--- src/ccs_map.vh ---
`ifndef CCS_MAP_VH
`define CCS_MAP_VH
// Register offsets
`define CCS_REG_CTRL 4'h0
`define CCS_REG_LEN_FIRST 4'h1
`define CCS_REG_LEN_SECOND 4'h2
`define CCS_REG_SW_CFG 4'h3
`define CCS_REG_STATUS 4'h4
`define CCS_REG_MAP_FIRST 4'h5
`define CCS_REG_MAP_SECOND 4'h6
`define CCS_REG_SWITCHES 4'h7
// Control fields
`define CCS_CTRL_VER2 0
`define CCS_CTRL_RESTART 1
`define CCS_CTRL_LINK 2
`define CCS_CTRL_TIMEOUT 3
`define CCS_CTRL_CRCERR 4
`define CCS_CTRL_EXT_LO 8
`define CCS_CTRL_EXT_HI 9
`define CCS_CTRL_OCC_LO 12
`define CCS_CTRL_OCC_HI 13
// Switch and setting values
`define CCS_SW_SOFT 4'h9
`define CCS_DEC_TEN 7'h0A
`define CCS_STN_MIN 7'h01
`define CCS_STN_MAX 7'h40
`define CCS_BAUD_MAX 4'h4
`define CCS_STN_SOFT 7'h63
`define CCS_CTRL_MASK 16'h331D
`define CCS_SWC_MASK 16'h077F
`define CCS_SWC_RST 16'h0001
`define CCS_SWC_STN_HI 6
`define CCS_SWC_BAUD_LO 8
`define CCS_SWC_BAUD_HI 10
// Data length limits
`define CCS_LEN_CAP 9'h0C8
`define CCS_V1_STEP1 9'h004
`define CCS_V1_STEP2 9'h00C
`define CCS_V1_STEP3 9'h018
`define CCS_V1_STEP4 9'h024
`define CCS_V1_STEP5 9'h030
`define CCS_V1_BIT1 8'h04
`define CCS_V1_BITSTEP 8'h04
`define CCS_V1_WORD_MAX 8'h20
`define CCS_SETTLE_CYC 4'h3
`endif

--- src/ccs_len_map.v ---
`timescale 1ns/10ps
`include "ccs_map.vh"
module ccs_len_map (
	input wire ver2,
	input wire [1:0] ext_sel,
	input wire [1:0] occ_sel,
	input wire [8:0] len,
	output reg [2:0] stations,
	output reg [7:0] bit_bytes,
	output reg [7:0] word_bytes,
	output reg len_err
);
	reg [8:0] capped;
	reg [8:0] v2_tot;
	// ************************************
	// Version 2 total lengths
	// ************************************
	function [8:0] v2_len;
		input [1:0] e;
		input [1:0] o;
		begin
			case ({e, o})
				4'h0: v2_len = 9'h00C;
				4'h1: v2_len = 9'h018;
				4'h2: v2_len = 9'h024;
				4'h3: v2_len = 9'h030;
				4'h4: v2_len = 9'h014;
				4'h5: v2_len = 9'h02C;
				4'h6: v2_len = 9'h044;
				4'h7: v2_len = 9'h05C;
				4'h8: v2_len = 9'h028;
				4'h9: v2_len = 9'h058;
				4'hA: v2_len = 9'h088;
				4'hB: v2_len = 9'h0B8;
				4'hC: v2_len = 9'h050;
				4'hD: v2_len = 9'h0B0;
				4'hE: v2_len = 9'h110;
				default: v2_len = 9'h170;
			endcase
		end
	endfunction
	// Bit bytes per station and cycle
	function [7:0] v2_bits;
		input [1:0] e;
		input [1:0] o;
		begin
			case ({e, o})
				4'h0: v2_bits = 8'h04;
				4'h1: v2_bits = 8'h08;
				4'h2: v2_bits = 8'h0C;
				4'h3: v2_bits = 8'h10;
				4'h4: v2_bits = 8'h04;
				4'h5: v2_bits = 8'h0C;
				4'h6: v2_bits = 8'h14;
				4'h7: v2_bits = 8'h1C;
				4'h8: v2_bits = 8'h08;
				4'h9: v2_bits = 8'h18;
				4'hA: v2_bits = 8'h28;
				4'hB: v2_bits = 8'h38;
				4'hC: v2_bits = 8'h10;
				4'hD: v2_bits = 8'h30;
				4'hE: v2_bits = 8'h50;
				default: v2_bits = 8'h70;
			endcase
		end
	endfunction
	always @* begin
		capped = (len > `CCS_LEN_CAP) ? `CCS_LEN_CAP : len;
		v2_tot = v2_len(ext_sel, occ_sel);
		stations = 3'h1;
		bit_bytes = 8'h00;
		word_bytes = 8'h00;
		len_err = 1'b0;
		if (ver2) begin
			stations = {1'b0, occ_sel} + 3'h1;
			bit_bytes = v2_bits(ext_sel, occ_sel);
			word_bytes = v2_tot[7:0] - bit_bytes;
			if (v2_tot[8])
				word_bytes = 8'h00;
			len_err = (capped != v2_tot);
		end else begin
			if (capped <= `CCS_V1_STEP1) begin
				stations = 3'h1;
				bit_bytes = capped[7:0];
			end else if (capped <= `CCS_V1_STEP2) begin
				stations = 3'h1;
				bit_bytes = `CCS_V1_BIT1;
			end else if (capped <= `CCS_V1_STEP3) begin
				stations = 3'h2;
				bit_bytes = `CCS_V1_BIT1 + `CCS_V1_BITSTEP;
			end else if (capped <= `CCS_V1_STEP4) begin
				stations = 3'h3;
				bit_bytes = `CCS_V1_BIT1 + `CCS_V1_BITSTEP + `CCS_V1_BITSTEP;
			end else begin
				stations = 3'h4;
				bit_bytes = `CCS_V1_BIT1 + `CCS_V1_BITSTEP + `CCS_V1_BITSTEP + `CCS_V1_BITSTEP;
			end
			if (capped > `CCS_V1_STEP1)
				word_bytes = capped[7:0] - bit_bytes;
			if (capped > `CCS_V1_STEP5)
				word_bytes = `CCS_V1_WORD_MAX;
		end
	end
endmodule

--- src/ccs_station_cfg.v ---
// Implementation choices: the placing of the registers and strobed register access.
`timescale 1ns/10ps
`include "ccs_map.vh"
// Operation
// - Station number is tens switch times ten plus ones switch, 1 to 64.
// - Switches reading 99 take station number from software setting.
// - Station number is sampled after power-up and again after each restart.
// - Baud switch 0..4 picks 156k..10M; 9 picks software rate.
// - Software station needs both station switches at nine; software baud needs only the baud switch at nine.
// - New station or baud settings apply only after restart.
// - Device occupies one to four station areas.
// - Version 1 carries at most 48 bytes: 16 bit, 32 word.
// - Configured data length is capped at 200 bytes.
// - Version 1 derives stations, bit and word bytes from length.
// - Version 1 data past byte 48 is not exchanged.
// - Version 2 uses 1, 2, 4 or 8 cycles with 1-4 stations.
// - Version 2 sizes bits, words, total from stations and cycles.
// - Version 2 length not in table raises error.
// - Process data uses both bit and word areas.
// - Run indicator on only in run state with link up and no timeout, else off.
// - Error indicator on for CRC, bad station or bad baud.
module ccs_station_cfg (
	input wire mclk,
	input wire sys_rst,
	input wire [3:0] station_tens_switch,
	input wire [3:0] station_ones_switch,
	input wire [3:0] baud_select_switch,
	input wire rx_active,
	input wire tx_active,
	input wire [3:0] reg_addr,
	input wire [15:0] reg_wdata,
	input wire reg_wr,
	input wire reg_rd,
	output reg [15:0] reg_rdata,
	output reg [6:0] station_num,
	output reg [2:0] baud_code,
	output reg [2:0] occupied_stations,
	output reg [7:0] bit_bytes_first,
	output reg [7:0] word_bytes_first,
	output reg [7:0] bit_bytes_second,
	output reg [7:0] word_bytes_second,
	output reg run_indicator,
	output reg error_indicator,
	output reg receive_indicator,
	output reg send_indicator
);
	localparam ST_SYNC = 3'b001;
	localparam ST_LOAD = 3'b010;
	localparam ST_RUN = 3'b100;
	reg [2:0] state_q;
	reg [11:0] sw_s1_q, sw_s2_q, sw_s3_q;
	reg [1:0] act_s1_q, act_s2_q, act_s3_q;
	reg [3:0] settle_q;
	reg [15:0] ctrl_q;
	reg [8:0] len_first_q, len_second_q;
	reg [15:0] sw_cfg_q;
	reg [1:0] ext_run_q, occ_run_q;
	reg ver2_run_q;
	reg [6:0] sw_station;
	reg stn_bad, baud_bad, soft_sel;
	reg cfg_bad_q;
	reg [6:0] station_d;
	reg [2:0] baud_d;
	reg stn_bad_d;
	reg baud_bad_d;
	wire [2:0] st_a, st_b;
	wire [7:0] bb_a, wb_a, bb_b, wb_b;
	wire err_a, err_b;
	wire [3:0] tens_sync;
	wire [3:0] ones_sync;
	wire [3:0] baud_sync;
	wire [6:0] soft_station;
	wire [2:0] soft_baud;
	wire restart_req;
	// ************************************
	// Setting checks
	// ************************************
	// Station range
	function stn_invalid;
		input [6:0] s;
		begin
			stn_invalid = (s < `CCS_STN_MIN) || (s > `CCS_STN_MAX);
		end
	endfunction
	function baud_invalid;
		input [3:0] b;
		begin
			baud_invalid = (b > `CCS_BAUD_MAX);
		end
	endfunction
	// ************************************
	// Pin synchronisers
	// ************************************
	always @(posedge mclk) begin
		sw_s1_q <= {station_tens_switch, station_ones_switch, baud_select_switch};
		sw_s2_q <= sw_s1_q;
		sw_s3_q <= sw_s2_q;
		act_s1_q <= {rx_active, tx_active};
		act_s2_q <= act_s1_q;
		act_s3_q <= act_s2_q;
	end
	// ************************************
	// Synchronised fields
	// ************************************
	assign tens_sync = sw_s3_q[11:8];
	assign ones_sync = sw_s3_q[7:4];
	assign baud_sync = sw_s3_q[3:0];
	assign soft_station = sw_cfg_q[`CCS_SWC_STN_HI:0];
	assign soft_baud = sw_cfg_q[`CCS_SWC_BAUD_HI:`CCS_SWC_BAUD_LO];
	assign restart_req = reg_wr && (reg_addr == `CCS_REG_CTRL) &&
		reg_wdata[`CCS_CTRL_RESTART];
	// ************************************
	// Switch decode
	// ************************************
	always @* begin
		sw_station = {3'h0, tens_sync} * `CCS_DEC_TEN + {3'h0, ones_sync};
		soft_sel = (tens_sync == `CCS_SW_SOFT) && (ones_sync == `CCS_SW_SOFT) &&
			(baud_sync == `CCS_SW_SOFT);
		if (sw_station == `CCS_STN_SOFT)
			station_d = soft_station;
		else
			station_d = sw_station;
		if (soft_sel || baud_sync == `CCS_SW_SOFT)
			baud_d = soft_baud;
		else
			baud_d = baud_sync[2:0];
		stn_bad_d = stn_invalid(station_d);
		if (baud_sync == `CCS_SW_SOFT)
			baud_bad_d = baud_invalid({1'b0, soft_baud});
		else
			baud_bad_d = baud_invalid(baud_sync);
	end
	// ************************************
	// Start-up sampling
	// ************************************
	always @(posedge mclk) begin
		if (sys_rst) begin
			state_q <= ST_SYNC;
			settle_q <= 4'h0;
			station_num <= 7'h00;
			baud_code <= 3'h0;
			ver2_run_q <= 1'b0;
			ext_run_q <= 2'h0;
			occ_run_q <= 2'h0;
			stn_bad <= 1'b0;
			baud_bad <= 1'b0;
		end else begin
			case (state_q)
				ST_SYNC: begin
					settle_q <= settle_q + 4'h1;
					if (settle_q == `CCS_SETTLE_CYC && sw_s2_q == sw_s3_q)
						state_q <= ST_LOAD;
				end
				ST_LOAD: begin
					state_q <= ST_RUN;
					ver2_run_q <= ctrl_q[`CCS_CTRL_VER2];
					ext_run_q <= ctrl_q[`CCS_CTRL_EXT_HI:`CCS_CTRL_EXT_LO];
					occ_run_q <= ctrl_q[`CCS_CTRL_OCC_HI:`CCS_CTRL_OCC_LO];
					station_num <= station_d;
					baud_code <= baud_d;
					stn_bad <= stn_bad_d;
					baud_bad <= baud_bad_d;
				end
				ST_RUN: begin
					if (restart_req) begin
						state_q <= ST_SYNC;
						settle_q <= 4'h0;
					end
				end
				default: state_q <= ST_SYNC;
			endcase
		end
	end
	// ************************************
	// Software registers
	// ************************************
	always @(posedge mclk) begin
		if (sys_rst) begin
			ctrl_q <= 16'h0000;
			len_first_q <= 9'h000;
			len_second_q <= 9'h000;
			sw_cfg_q <= `CCS_SWC_RST;
		end else if (reg_wr) begin
			case (reg_addr)
				`CCS_REG_CTRL: ctrl_q <= reg_wdata & `CCS_CTRL_MASK;
				`CCS_REG_LEN_FIRST: len_first_q <= reg_wdata[8:0];
				`CCS_REG_LEN_SECOND: len_second_q <= reg_wdata[8:0];
				`CCS_REG_SW_CFG: sw_cfg_q <= reg_wdata & `CCS_SWC_MASK;
				default: ;
			endcase
		end
	end
	// ************************************
	// Data length mapping
	// ************************************
	ccs_len_map u_map_first (
		.ver2(ver2_run_q),
		.ext_sel(ext_run_q),
		.occ_sel(occ_run_q),
		.len(len_first_q),
		.stations(st_a),
		.bit_bytes(bb_a),
		.word_bytes(wb_a),
		.len_err(err_a)
	);
	ccs_len_map u_map_second (
		.ver2(ver2_run_q),
		.ext_sel(ext_run_q),
		.occ_sel(occ_run_q),
		.len(len_second_q),
		.stations(st_b),
		.bit_bytes(bb_b),
		.word_bytes(wb_b),
		.len_err(err_b)
	);
	always @(posedge mclk) begin
		if (sys_rst) begin
			occupied_stations <= 3'h1;
			bit_bytes_first <= 8'h00;
			word_bytes_first <= 8'h00;
			bit_bytes_second <= 8'h00;
			word_bytes_second <= 8'h00;
			cfg_bad_q <= 1'b0;
		end else begin
			occupied_stations <= (st_a > st_b) ? st_a : st_b;
			bit_bytes_first <= bb_a;
			word_bytes_first <= wb_a;
			bit_bytes_second <= bb_b;
			word_bytes_second <= wb_b;
			cfg_bad_q <= err_a | err_b;
		end
	end
	// ************************************
	// Indicators
	// ************************************
	always @(posedge mclk) begin
		if (sys_rst) begin
			run_indicator <= 1'b0;
			error_indicator <= 1'b0;
		end else begin
			run_indicator <= (state_q == ST_RUN) && ctrl_q[`CCS_CTRL_LINK] &&
				!ctrl_q[`CCS_CTRL_TIMEOUT];
			error_indicator <= (state_q == ST_RUN) && (ctrl_q[`CCS_CTRL_CRCERR] ||
				stn_bad || baud_bad || cfg_bad_q);
		end
	end
	// ************************************
	// Activity indicators
	// ************************************
	always @(posedge mclk) begin
		if (sys_rst) begin
			receive_indicator <= 1'b0;
			send_indicator <= 1'b0;
		end else begin
			// Follow once stages agree
			if (act_s2_q[1] == act_s3_q[1])
				receive_indicator <= act_s3_q[1];
			if (act_s2_q[0] == act_s3_q[0])
				send_indicator <= act_s3_q[0];
		end
	end
	// ************************************
	// Register read
	// ************************************
	always @(posedge mclk) begin
		if (sys_rst) begin
			reg_rdata <= 16'h0000;
		end else if (reg_rd) begin
			case (reg_addr)
				`CCS_REG_CTRL: reg_rdata <= ctrl_q;
				`CCS_REG_LEN_FIRST: reg_rdata <= {7'h00, len_first_q};
				`CCS_REG_LEN_SECOND: reg_rdata <= {7'h00, len_second_q};
				`CCS_REG_SW_CFG: reg_rdata <= sw_cfg_q;
				`CCS_REG_STATUS: reg_rdata <= {state_q, cfg_bad_q, baud_bad, stn_bad,
					occupied_stations, baud_code, station_num[3:0]} & 16'hFFFF;
				`CCS_REG_MAP_FIRST: reg_rdata <= {word_bytes_first, bit_bytes_first};
				`CCS_REG_MAP_SECOND: reg_rdata <= {word_bytes_second, bit_bytes_second};
				`CCS_REG_SWITCHES: reg_rdata <= {1'b0, station_num, 4'h0, sw_s3_q[3:0]};
				default: reg_rdata <= 16'h0000;
			endcase
		end else begin
			reg_rdata <= 16'h0000;
		end
	end
endmodule

--- config.mk ---
export PLATFORM = sky130hd
export DESIGN_NAME = ccs_station_cfg
export DESIGN_NICKNAME = d
export VERILOG_FILES = /design/src/ccs_len_map.v /design/src/ccs_station_cfg.v
export VERILOG_INCLUDE_DIRS = /design/src
export SDC_FILE = /design/constraint.sdc
export NUM_CORES = 1
export LEC_CHECK = 0
export BUFFER_PORTS_ARGS = -buffer_cell sky130_fd_sc_hd__clkbuf_2
export CAP_MARGIN = 10
export CORE_UTILIZATION = 40
export CTS_BUF_LIST = sky130_fd_sc_hd__clkbuf_4 sky130_fd_sc_hd__clkbuf_8
export CTS_CLUSTER_SIZE = 28
export DETAILED_ROUTE_END_ITERATION = 12
export PLACE_DENSITY = 0.63
export SLEW_MARGIN = 40
export SYNTH_ARGS = -nofsm -noshare
export SYNTH_HDL_FRONTEND = slang
export SYNTH_SLANG_ARGS = --single-unit
export TNS_END_PERCENT = 50
--- constraint.sdc ---
create_clock -name mclk -period 3 [get_ports mclk]
set_clock_uncertainty 0.15 [all_clocks]
set_input_delay 0.15 -clock mclk [delete_from_list [all_inputs] [get_ports mclk]]
set_output_delay 0.15 -clock mclk [all_outputs]
set_load 0.1 [all_outputs]
==> results.ini <==
[final_layout]
layout-drive-gt1-share_pct=24.3
diodes=0
stdcell_area_um2=9450
area_growth_pct=24.5
layout.cells.non_filler=1253
fillers=1779
nets=1073

[sta]
setup_viol=2
drv_slew=0
slew_headroom_pct=55.4
hold_viol=0
tightestPinTransition_ns=0.667
timing.fmax_mhz=330
min_period_over_period_pct=101
rsz0062_at_grt=true
period_needed_ns=3.03
fin_ws_ns=-0.0317

[worst_hold_path]
holdPathStages=3
hp-class=primary input to flip-flop

[clock_tree]
insertion_delay_ns=0.48
path_clk_slew_ns=0.09
cts_max_level=4
cts_buffer_depth=2
ctsRootBufferMaster=clkbuf_8
cts_tree=yes
cts_sinks=168
numCtsBuffers=17

[synthesis]
synth_warnings=0
seq_area_frac_synth_pct=44.3
synth_area_um2=7590
syn_inst=844
synth_edf_count=0
synth.ff_latch_count=168
syn_avg_cell_area_um2=9.00
synth_top_area_share_pct=44.3
async_reset_ff_share_pct=0
synth_top_cell_by_area=dfxtp_1
synth.area.top_cells=dfxtp_1 44%, mux2i_1 5.4%, nor2_1 4.7%, ha_1 4.3%, a21oi_1 4.0%
synth_cell_type_count=77
synth_ff_type=dfxtp_1

[worst_setup_path]
path_class=flip-flop to flip-flop
cp_max_fo=3
required_ns=3.26
critical_path.endpoint_type=flip-flop
worstPathArrival_ns=3.29
reg2reg_depth=12
startpoint_type=flip-flop

[status]
violations=design-rule violations, negative setup slack
status=finished, violations left

[pwr]
power.leakage_nw=4.16
cellPowerDensity_nw_per_um2=475
ir_worst_vdd_v=0.000294
total_power_mw=4.49

[place]
place_area_um2=8640
port_buffers=99
dpl.cell_count=1190
gp_congestion=0.918
hpwl_mm=17.8
preCtsSetupSlack_ns=-0.0167

[grt]
use_met2_pct=35.2
grt_usage_pct=23.7
grt_pass1_wl_mm=35.0
grt_use_met3_pct=4.34
use_met1_pct=33.8
grt_max_degree=45
antenna_found_initial=0
grt_busiest_layer=met2
first_global_vias=6175
overflow=0

[routing]
drc_errors=1
drt_iter0_drc=567
via_per_inst=5.44
wl_mm=22.9
drtAntennaViolNets=0
wl_per_cell_um=18.3
vias=6813
drt_pass1_iterations=9

[floorplan]
die_h_um=140
io_pins=103
rows=50
core_area_um2=18600
die_area_um2=19500
start_util_pct=40.7
die_w_um=140

[flow_run]
drv_cap=0

## what timing repair did
item	in CTS	in global routing
setup endpoints to repair	5	12
hold buffers	30	0
buffers inserted	0	2
hold endpoints to repair	60	0
gates resized for setup	3	23
pin swaps	2	10
## state kept, by name, summed over array words and instances (netlist names), 2 cells and up, named ones only
name,cells
len_first_q,9
ext_run_q,2
bit_bytes_first,8
word_bytes_second,8
state_q,3
sw_s3_q,12
act_s3_q,2
baud_code,3
sw_cfg_q,10
word_bytes_first,8
reg_rdata,16
occ_run_q,2
station_num,7
u_map_first.v2_tot,7
ctrl_q,8
len_second_q,9
settle_q,4
occupied_stations,3
sw_s1_q,12
bit_bytes_second,8
act_s1_q,2
sw_s2_q,12
act_s2_q,2
## power by group
group	switching, mW	leakage, nW	internal, mW	total (mW)
sequential	0.0440	1.37	2.28	2.33
combinational	0.359	2.60	0.241	0.600
clock	0.882	0.184	0.685	1.57
total	1.28	4.16	3.21	4.49
## layout by cell type, fill, tap and decap left out, types with 8 or more instances in the layout
cell type | synthesis | routed
dfxtp_1 | 168 | 164
clkbuf_2 | 0 | 99
nor2_1 | 96 | 96
nand2_1 | 76 | 75
buf_4 | 0 | 59
a21oi_1 | 61 | 58
mux2i_1 | 41 | 41
inv_1 | 31 | 31
dlygate4sd3_1 | 0 | 30
o21ai_0 | 31 | 28
ha_1 | 26 | 25
xnor2_1 | 23 | 23
nor3_1 | 21 | 21
nand3_1 | 20 | 20
clkbuf_8 | 0 | 17
and2_1 | 13 | 12
and3_1 | 12 | 12
nor2b_1 | 10 | 9
o21a_1 | 9 | 9
a31oi_1 | 8 | 8
mux2_2 | 9 | 8
## cell type report
cell class	count	area [um2]	share of cell area (%)
multi-input combinational	599	4040	42.8
tap	234	293	3.10
clock inverter	13	136	1.44
clock buffer	18	241	2.55
timing repair buffer	189	1250	13.2
sequential	168	3370	35.6
inverter	32	120	1.27
## routing by layer
layer  wire length (um)  share of wire, %  vias up
met2              10000                44      252
li1                   -                 -     3292
met1              10900                48     3236
met4                589               2.6        0
met3               1400               6.1       33
met5                  0                 0        -
## worst paths after layout
check            startpoint              endpoint  slack [ns]
min                  reg_wr           settle_q[2]        0.07
max          len_first_q[5]  occupied_stations[2]       -0.03
max reg2reg  len_first_q[5]  occupied_stations[2]       -0.03
min reg2reg      sw_s1_q[0]            sw_s2_q[0]        0.18
## logic make-up after synthesis
logic type      synth area share [%]
simple gates                    20.0
compound gates                  14.7
flops                           44.3
buf+inv                         4.10
mux                             8.52
xor+xnor                        3.53
fa+ha+maj                       4.81
other cells                   0.0989
## Yosys cell counts (3+ instances only)
master and number:
a21boi_0 3, or2_2 7, nor4_1 5, nor2b_1 10, a31oi_1 8, buf_1 7
nor2_1 96, inv_1 31, mux4_2 6, mux2i_1 41, o21ai_1 3, o211ai_1 3
o31ai_1 3, and3_1 12, nand2b_1 8, ha_1 26, a311oi_1 5, clkbuf_1 33
a211oi_1 6, dfxtp_1 168, nor3_1 21, a221oi_1 3, o21ai_0 31, nand2_1 76
or3_1 7, mux2_2 9, nand4_1 7, a22oi_1 7, o22ai_1 5, xnor2_1 23
xor2_1 5, and2_1 13, a21oi_1 61, nor3b_1 7, o21a_1 9, nand3_1 20
buf_2 6
## metrics by stage
step                      hold slack (ns)  util [%]  TNS (ns)
after floorplan                    0.0277         -         0
after global placement              0.102      46.4         0
after detailed placement            0.104      46.4   -0.0167
after CTS                          0.0386      50.0         0
after global routing                0.109      50.7    -0.276
final                              0.0684      50.7   -0.0417
## critical path, cell delays in order (launching register included)
cell and delay (ns):
dfxtp_1 0.32, o311a_1 0.38, o311ai_2 0.24, buf_4 0.17, nand3b_1 0.17, or2_4 0.31
nand2_1 0.07, ha_1 0.24, buf_4 0.14, a32oi_2 0.23, buf_4 0.17, mux2_4 0.29
nor2_1 0.08
(Power assumes the default switching activity.)
